`src/rtl/iocpm_regs.vh`:
```
// Constants for the I/O channel priority and multiplexer status block
// Functional notes
// - Storage priority fixed: channels 6,1,2,5,3,4,7, then 0 last.
// - Nine interrupt levels exist; one is unused, eight serve channel sources.
// - Interrupt levels 1..8: storage facility, sel1-4, comms, mux std, table.
// - Multiplexer serves all subchannels concurrently, interleaving service.
// - Basic 8 subsystems, 15 subchannels; options give 16 and 63.
// - Standard status accepted from one subsystem at a time, one request.
// - While standard interrupt pends, further standard status is refused.
// - Hold-off asserted from pending entry until interrupt cleared.
// - After release, accept highest-priority presenter and pend again.
// - Pending means status accepted, request and hold-off both raised.
// - Program-flagged command word on standard subchannel also enters pending.
// - Non-stacking subchannel status is always taken when presented; code takes one per cycle, lowest index first, others wait.
// - Status table serves at most 29 non-stacking subchannels.
// - Status table subchannel writes accepted status to main storage.
// - Standard or non-stacking classification comes only from device address.
// - Standard address: leading 1, 4-bit subchannel, 3-bit device.
// - Comms address: 000+5 bits, or 0, don't-care, 6 bits.
// - Channel ignores the 3-bit device field of standard addresses.
// - 8-bit device address supplied per instruction, kept for the operation.
// - Storage grant lasts exactly one storage cycle, then released.
// - Each channel has its own request; winner gets a unique grant.
`ifndef IOCPM_REGS_VH
`define IOCPM_REGS_VH

// ----------------------------------------
// Wishbone register offsets (byte addresses)
// ----------------------------------------
`define IOCPM_REG_CTRL 8'h00
`define IOCPM_REG_STATUS 8'h04
`define IOCPM_REG_STD_STAT 8'h08
`define IOCPM_REG_TABLE 8'h0C
`define IOCPM_REG_GRANT 8'h10

// ----------------------------------------
// Control fields
// ----------------------------------------
`define IOCPM_CTRL_CLEAR 0
`define IOCPM_CTRL_WIDE 1
`define IOCPM_CTRL_DEFAULT 2'h0

// ----------------------------------------
// Status fields
// ----------------------------------------
`define IOCPM_ST_PEND 0
`define IOCPM_ST_HOLD 1
`define IOCPM_ST_PCI 2
`define IOCPM_ST_TBL 3

// ----------------------------------------
// Limits and encodings
// ----------------------------------------
`define IOCPM_MAX_COMM_SUB 6'h1D
`define IOCPM_LEVEL_NONE 4'h0
`define IOCPM_MUX_STD_LEVEL 4'h7
`define IOCPM_MUX_TBL_LEVEL 4'h8
`define IOCPM_STORE_CYCLES 4'h1

`endif

```
`src/rtl/iocpm_top.v`:
```
// I/O channel storage/interrupt priority and multiplexer status acceptance
//
// The register offsets and register access over Wishbone were chosen for this implementation.
`timescale 1ns/1ps
`include "iocpm_regs.vh"

module iocpm_top #(
    parameter N_SUBSYS = 16,
    parameter STAT_W = 8
) (
    input wire ref_clk,
    input wire reset_n,
    // Wishbone slave
    input wire wb_cyc_i,
    input wire wb_stb_i,
    input wire wb_we_i,
    input wire [7:0] wb_adr_i,
    input wire [3:0] wb_sel_i,
    input wire [31:0] wb_dat_i,
    output reg [31:0] wb_dat_o,
    output reg wb_ack_o,
    // Storage requests, one per channel, and grants
    input wire [7:0] store_req,
    output reg [7:0] store_grant,
    // Interrupt requests per level 1..8 (bit 0 = level 1)
    input wire [7:0] int_req,
    output reg [7:0] int_grant,
    output reg [3:0] int_level,
    // Multiplexer subchannel status presentation, standard and non-stacking
    input wire [N_SUBSYS-1:0] sub_present,
    input wire [8*N_SUBSYS-1:0] sub_addr,
    input wire [STAT_W*N_SUBSYS-1:0] sub_status,
    output reg [N_SUBSYS-1:0] sub_accept,
    output reg status_hold_off,
    output reg mux_std_int_req,
    // Program-flagged interrupt seen in a command word
    input wire pci_seen,
    input wire [7:0] pci_addr,
    // Status table subchannel write to main storage
    output reg tbl_wr,
    output reg [7:0] tbl_addr,
    output reg [STAT_W-1:0] tbl_status,
    output reg mux_tbl_int_req
);

// ----------------------------------------
// Address decoding
// ----------------------------------------
// Address class comes only from the address bits and the configuration
function is_standard;
    input [7:0] a;
    begin
        is_standard = a[7];
    end
endfunction

function is_comm;
    input [7:0] a;
    input wide;
    begin
        if (wide)
            is_comm = ~a[7] && (a[5:0] < `IOCPM_MAX_COMM_SUB);
        else
            is_comm = (a[7:5] == 3'h0) &&
                ({1'b0, a[4:0]} < `IOCPM_MAX_COMM_SUB);
    end
endfunction

// ----------------------------------------
// Storage priority, one-cycle grant
// ----------------------------------------
reg [7:0] next_store_grant;
always @* begin
    next_store_grant = 8'h00;
    // Later tests win, so lowest priority first
    if (store_req[0]) next_store_grant = 8'h01;
    if (store_req[7]) next_store_grant = 8'h80;
    if (store_req[4]) next_store_grant = 8'h10;
    if (store_req[3]) next_store_grant = 8'h08;
    if (store_req[5]) next_store_grant = 8'h20;
    if (store_req[2]) next_store_grant = 8'h04;
    if (store_req[1]) next_store_grant = 8'h02;
    if (store_req[6]) next_store_grant = 8'h40;
    // A holder releases for a cycle after its storage cycle
    if (store_grant != 8'h00) next_store_grant = 8'h00;
end

always @(posedge ref_clk or negedge reset_n) begin
    if (!reset_n)
        store_grant <= 8'h00;
    else
        store_grant <= next_store_grant;
end

// ----------------------------------------
// Interrupt priority (levels 1..8, level 0 unused)
// ----------------------------------------
reg [7:0] next_int_grant;
reg [3:0] next_int_level;
integer k;
always @* begin
    next_int_grant = 8'h00;
    next_int_level = `IOCPM_LEVEL_NONE;
    for (k = 7; k >= 0; k = k - 1) begin
        if (int_req[k]) begin
            next_int_grant = 8'h01 << k;
            next_int_level = k[3:0] + 4'h1;
        end
    end
end

always @(posedge ref_clk or negedge reset_n) begin
    if (!reset_n) begin
        int_grant <= 8'h00;
        int_level <= `IOCPM_LEVEL_NONE;
    end else begin
        int_grant <= next_int_grant;
        int_level <= next_int_level;
    end
end

// ----------------------------------------
// Register bus
// ----------------------------------------
reg ctl_wide;
reg clear_pulse;
wire wb_req;
assign wb_req = wb_cyc_i && wb_stb_i && !wb_ack_o;

// ----------------------------------------
// Standard-subchannel status acceptance
// ----------------------------------------
localparam ST_IDLE = 1'b0;
localparam ST_PEND = 1'b1;
reg state;
reg pend_pci;
reg [7:0] std_addr;
reg [STAT_W-1:0] std_status;
reg [N_SUBSYS-1:0] std_pick;
reg [N_SUBSYS-1:0] comm_pick;
wire [N_SUBSYS-1:0] cls_std;
wire [N_SUBSYS-1:0] cls_comm;
integer i;
integer j;

genvar g;
generate
    for (g = 0; g < N_SUBSYS; g = g + 1) begin : g_cls
        assign cls_std[g] = sub_present[g] &&
            is_standard(sub_addr[8*g +: 8]);
        assign cls_comm[g] = sub_present[g] &&
            is_comm(sub_addr[8*g +: 8], ctl_wide);
    end
endgenerate

// Lowest index is the highest-priority presenter
always @* begin
    std_pick = {N_SUBSYS{1'b0}};
    comm_pick = {N_SUBSYS{1'b0}};
    for (i = N_SUBSYS - 1; i >= 0; i = i - 1) begin
        if (cls_std[i]) begin
            std_pick = {N_SUBSYS{1'b0}};
            std_pick[i] = 1'b1;
        end
        if (cls_comm[i]) begin
            comm_pick = {N_SUBSYS{1'b0}};
            comm_pick[i] = 1'b1;
        end
    end
end

reg [7:0] pick_addr;
reg [STAT_W-1:0] pick_status;
reg [7:0] cpick_addr;
reg [STAT_W-1:0] cpick_status;
always @* begin
    pick_addr = 8'h00;
    pick_status = {STAT_W{1'b0}};
    cpick_addr = 8'h00;
    cpick_status = {STAT_W{1'b0}};
    for (j = 0; j < N_SUBSYS; j = j + 1) begin
        if (std_pick[j]) begin
            pick_addr = sub_addr[8*j +: 8];
            pick_status = sub_status[STAT_W*j +: STAT_W];
        end
        if (comm_pick[j]) begin
            cpick_addr = sub_addr[8*j +: 8];
            cpick_status = sub_status[STAT_W*j +: STAT_W];
        end
    end
end

wire pci_std;
assign pci_std = pci_seen && is_standard(pci_addr);

always @(posedge ref_clk or negedge reset_n) begin
    if (!reset_n) begin
        state <= ST_IDLE;
        pend_pci <= 1'b0;
        std_addr <= 8'h00;
        std_status <= {STAT_W{1'b0}};
        status_hold_off <= 1'b0;
        mux_std_int_req <= 1'b0;
        sub_accept <= {N_SUBSYS{1'b0}};
    end else begin
        sub_accept <= {N_SUBSYS{1'b0}};
        case (state)
            ST_IDLE: begin
                // Only one standard presenter taken; others stack
                if (std_pick != {N_SUBSYS{1'b0}}) begin
                    sub_accept <= std_pick;
                    std_addr <= pick_addr;
                    std_status <= pick_status;
                    pend_pci <= 1'b0;
                    state <= ST_PEND;
                    status_hold_off <= 1'b1;
                    mux_std_int_req <= 1'b1;
                end else if (pci_std) begin
                    std_addr <= pci_addr;
                    pend_pci <= 1'b1;
                    state <= ST_PEND;
                    status_hold_off <= 1'b1;
                    mux_std_int_req <= 1'b1;
                end
            end
            ST_PEND: begin
                // Standard presenters are refused while pending
                if (clear_pulse) begin
                    state <= ST_IDLE;
                    status_hold_off <= 1'b0;
                    mux_std_int_req <= 1'b0;
                end
            end
            default: begin
                state <= ST_IDLE;
                status_hold_off <= 1'b0;
                mux_std_int_req <= 1'b0;
            end
        endcase
        // The top non-stacking presenter is relieved each cycle, interleaved
        // with standard service
        sub_accept <= (state == ST_IDLE ? std_pick :
            {N_SUBSYS{1'b0}}) | comm_pick;
    end
end

// ----------------------------------------
// Status table subchannel
// ----------------------------------------
// One comms write per cycle; extra presenters wait for a later cycle
always @(posedge ref_clk or negedge reset_n) begin
    if (!reset_n) begin
        tbl_wr <= 1'b0;
        tbl_addr <= 8'h00;
        tbl_status <= {STAT_W{1'b0}};
        mux_tbl_int_req <= 1'b0;
    end else begin
        tbl_wr <= comm_pick != {N_SUBSYS{1'b0}};
        if (comm_pick != {N_SUBSYS{1'b0}}) begin
            tbl_addr <= cpick_addr;
            tbl_status <= cpick_status;
        end
        // Set wins over the software clear
        if (comm_pick != {N_SUBSYS{1'b0}})
            mux_tbl_int_req <= 1'b1;
        else if (wb_req && wb_we_i && wb_sel_i[0] &&
            wb_adr_i == `IOCPM_REG_TABLE && wb_dat_i[0])
            mux_tbl_int_req <= 1'b0;
    end
end

// ----------------------------------------
// Wishbone slave, ack one cycle after request
// ----------------------------------------
always @(posedge ref_clk or negedge reset_n) begin
    if (!reset_n) begin
        wb_ack_o <= 1'b0;
        wb_dat_o <= 32'h00000000;
        ctl_wide <= 1'b0;
        clear_pulse <= 1'b0;
    end else begin
        wb_ack_o <= wb_req;
        clear_pulse <= 1'b0;
        if (wb_req && wb_we_i && wb_sel_i[0] &&
            wb_adr_i == `IOCPM_REG_CTRL) begin
            ctl_wide <= wb_dat_i[`IOCPM_CTRL_WIDE];
            clear_pulse <= wb_dat_i[`IOCPM_CTRL_CLEAR];
        end
        wb_dat_o <= 32'h00000000;
        if (wb_req && !wb_we_i) begin
            case (wb_adr_i)
                `IOCPM_REG_CTRL:
                    wb_dat_o <= {30'h0, ctl_wide, 1'b0};
                `IOCPM_REG_STATUS:
                    wb_dat_o <= {28'h0, mux_tbl_int_req, pend_pci,
                        status_hold_off, state};
                `IOCPM_REG_STD_STAT:
                    wb_dat_o <= {{(24-STAT_W){1'b0}}, std_status, std_addr};
                `IOCPM_REG_TABLE:
                    wb_dat_o <= {{(24-STAT_W){1'b0}}, tbl_status, tbl_addr};
                `IOCPM_REG_GRANT:
                    wb_dat_o <= {20'h0, int_level, store_grant};
                default:
                    wb_dat_o <= 32'h00000000;
            endcase
        end
    end
end

endmodule // iocpm_top

```
`config.mk`:
```
export PLATFORM = sky130hd
export DESIGN_NAME = iocpm_top
export DESIGN_NICKNAME = d
export VERILOG_FILES = /design/src/rtl/iocpm_top.v
export VERILOG_INCLUDE_DIRS = /design/src /design/src/rtl
export SDC_FILE = /design/constraint.sdc
export NUM_CORES = 1
export LEC_CHECK = 0
export BUFFER_PORTS_ARGS = -buffer_cell sky130_fd_sc_hd__buf_2
export CAP_MARGIN = 20
export CORE_AREA = 2 2 168 170
export CTS_BUF_LIST = sky130_fd_sc_hd__clkbuf_4
export CTS_CLUSTER_SIZE = 20
export DETAILED_ROUTE_END_ITERATION = 8
export DIE_AREA = 0 0 170 172
export GPL_TIMING_DRIVEN = 0
export RECOVER_POWER = 100
export SLEW_MARGIN = 10
export SYNTH_ARGS = -nofsm -noshare
export SYNTH_HDL_FRONTEND = slang
export SYNTH_SLANG_ARGS = --single-unit
```
`constraint.sdc`:
```
create_clock -name ref_clk -period 3.05 [get_ports ref_clk]
set_clock_uncertainty 0.05 [all_clocks]
set_input_delay 0.1525 -clock ref_clk [delete_from_list [all_inputs] [get_ports ref_clk]]
set_output_delay 0.1525 -clock ref_clk [all_outputs]
set_load 0.02 [all_outputs]
```
==> flow_summary.ini <==
[yosys]
netlist.area_leader.share_pct = 26.5
mappedNetlistArea_um2 = 8610
syn_inst = 1143
synth_edf_count = 0
synth_top_family_by_area = compound AO/OA/AOI/OAI gates
synthAdderAreaFrac_pct = 0
ys_top_cells_by_area = dfrtp_1, o21ai_0, nor2_1
synth_compound_area_share_pct = 37.7
yosys_warnings = 0
synth-seq-cells = 91
syn_area_per_cell_um2 = 7.53
synth_simple_gate_area_share_pct = 26.6
yosysTopAreaCell = dfrtp_1
ys_types = 79
synthArstFlopShare_pct = 100
yosys_most_used_dff = dfrtp_1
synthMuxAreaShare_pct = 3.65
yosysSeqAreaShare_pct = 26.5
synthXorXnorAreaFrac_pct = 0

[detailed_routing]
ant_nets = 0
wl_per_cell_um = 27.0
via_per_inst = 6.38
drt_wl_total_um = 53600
remaining_drc_errors = 2
firstDrtPassIters = 9
via_count = 12653
drtIter0Drc = 1800

[worst_setup_path]
setup.worst_path.class = primary input to flop
cp.arrival_ns = 3.33
worst_setup_path_end_kind = flop
worstPathMaxFanout = 10
worstPathRequired_ns = 3.36
crit_path_start_kind = primary input

[min_path]
hold_class = primary input to flop

[sta]
period_share_pct = 99.0
worst_pin_slew_ns = 1.76
setup_ws_ns = 0.0296
slew_viol_final = 33
timing.fmax_ghz = 0.331
tns_ns = 0
setup_violations = 0
finalHoldViolCount = 0
rsz0062_at_grt = false
finalHoldWorstSlack_ns = 0.00597
post-route-min-period_ns = 3.02
relSlewSlack_pct = -17.6

[place]
place_ws_ns = -0.713
place_hpwl_um = 43800
portBuffers = 385
place.gp.congestion = 1.02

[final_layout]
final_core_util_pct = 43.6
area_growth_pct = 39.1
n_fill_cell = 2939
drive_gt1_share_pct = 26.7
nNetsFinal = 1965

[status]
status = complete, but fails checks
violations = DRC, capacitance limit, slew limit

[cts]
cts_tree = built
path_clk_slew_ns = 0.16
clk_latency_ns = 0.46
cts_max_path_buffers = 2
numCtsBuffers = 9
htreeDepth = 3
root_buffer = clkbuf_4
cts_sinks = 91

[power]
ir_drop_v = 0.000199
pwr_density_cell_nw_per_um2 = 327
finalPower_mw = 3.91
p_leak_nw = 5.26

[floorplanning]
initial_core_util_pct = 31.3
fp.dieH_um = 172
die_w_um = 170
die_area_um2 = 29200
io_pins = 435
core_area_um2 = 27500
core.rowCount = 61

[grt]
grt_util_met3_pct = 7.32
grt_max_degree = 61
grt_pass1_vias = 11953
use_met1_pct = 44.1
grt_use_total_pct = 35.1
grt-ovfl-total = 0
grt.busiest_layer = met2
grt_pass1_wl_um = 76300
met2_usage_pct = 56.9
antenna_found_initial = 11

[run]
maxCapViolCount = 1
-- power breakdown --
part           switching, mW  internal (mW)
logic                   1.03          0.602
registers             0.0873           1.31
clock network          0.464          0.422
-- synth_stat cells, drive strengths merged (8+ instances only) --
cell	n
or3	8
nand4	21
o21ai	128
and3	20
clkbuf	52
nand2	106
a21oi	73
o22a	14
o211ai	18
nor2	126
a22oi	13
a222oi	23
mux2i	28
nand3	55
a22o	8
dfrtp	91
a221oi	32
and2	20
inv	13
and4	9
o32ai	10
nor3	24
o2111ai	18
nor4	15
buf	38
o22ai	28
o221ai	19
nor3b	9
nand2b	15
-- registers in the layout, summed over array words and instances (netlist names) --
signal           cells
clear_pulse          1
ctl_wide             1
int_grant            8
int_level            3
mux_std_int_req      1
mux_tbl_int_req      1
pend_pci             1
state                1
std_addr             8
std_status           8
store_grant          8
sub_accept          16
tbl_addr             8
tbl_status           8
tbl_wr               1
wb_ack_o             1
wb_dat_o            16
-- metrics by stage --
| step | std cells | cell area (um^2) |
|---|---|---|
| 2_1_floorplan | 1158 | 8660 |
| 6_report | 1983 | 12000 |
| 3_3_place_gp | 1889 | 11000 |
| 4_1_cts | 1965 | 11900 |
| 3_5_place_dp | 1891 | 11100 |
| 5_1_grt | 1980 | 12000 |
-- worst max-delay path, stage by stage --
cell	delay (ns)
clkbuf_2	0.14
a22oi_1	0.71
nand4_2	0.40
or3_1	0.41
clkbuf_1	0.25
buf_2	0.31
o221ai_1	0.52
a211oi_1	0.17
a211o_1	0.26
-- metal layers --
| metal | wire (um) | share of wire, % | up-vias |
|---|---|---|---|
| met3 | 5900 | 11 | 157 |
| met1 | 20500 | 38 | 6037 |
| li1 | - | - | 5476 |
| met4 | 2770 | 5.2 | 0 |
| met5 | 0 | 0 | - |
| met2 | 24400 | 46 | 983 |
-- cell usage in the layout, fill, tap and decap left out, drive strengths merged, types with 16 or more instances in the layout --
cell type,n
conb,16
nand3,55
and3,20
nand4,21
o22ai,28
o21ai,128
and2,20
a221oi,32
nand2,106
clkbuf,141
dlygate4sd3,48
o2111ai,18
nor3,24
o211ai,18
buf,360
dfrtp,91
mux2i,28
nor2,126
a21oi,73
a222oi,23
o221ai,19
-- path summary, 6_finish.rpt --
kind | startpoint | end | slack [ns] | cells after the start
max in group asynchronous | reset_n | int_grant[3] | 0.53 | 3
worst max register to register | ctl_wide | tbl_status[0] | 0.04 | 11
worst min register to register | clear_pulse | state | 0.42 | 1
worst min-delay path | sub_status[92] | tbl_status[4] | 0.006 | 3
min in group asynchronous | reset_n | store_grant[3] | 0.62 | 2
worst max-delay path | sub_present[3] | std_addr[5] | 0.03 | 9
-- final cells by class --
class	instances	area [um^2]	area share, %
plain buffers	86	458	3.82
inverters	13	48.8	0.407
flip-flops and latches	91	2280	19.0
clock inverters	7	124	1.03
clock buffers	9	67.6	0.564
well taps	346	433	3.61
diodes	13	32.5	0.272
multi-input cells	964	6080	50.7
repair buffers	454	2460	20.5
-- cell families after synthesis --
family | Yosys count
buffers and inverters | 103
AND/OR/NAND/NOR | 451
other | 1
multiplexers | 30
AO/OA/AOI/OAI | 467
flip-flops | 91
-- repair_timing --
action / CTS / global route
endpoints found under the setup margin: 23 / 16
hold buffers: 48 / 0
pin swaps: 10 / 9
setup buffers: 12 / 7
hold endpoints to repair: 81 / 0
gates resized for setup: 28 / 37
Note: power is estimated with default switching activity, not from simulation.
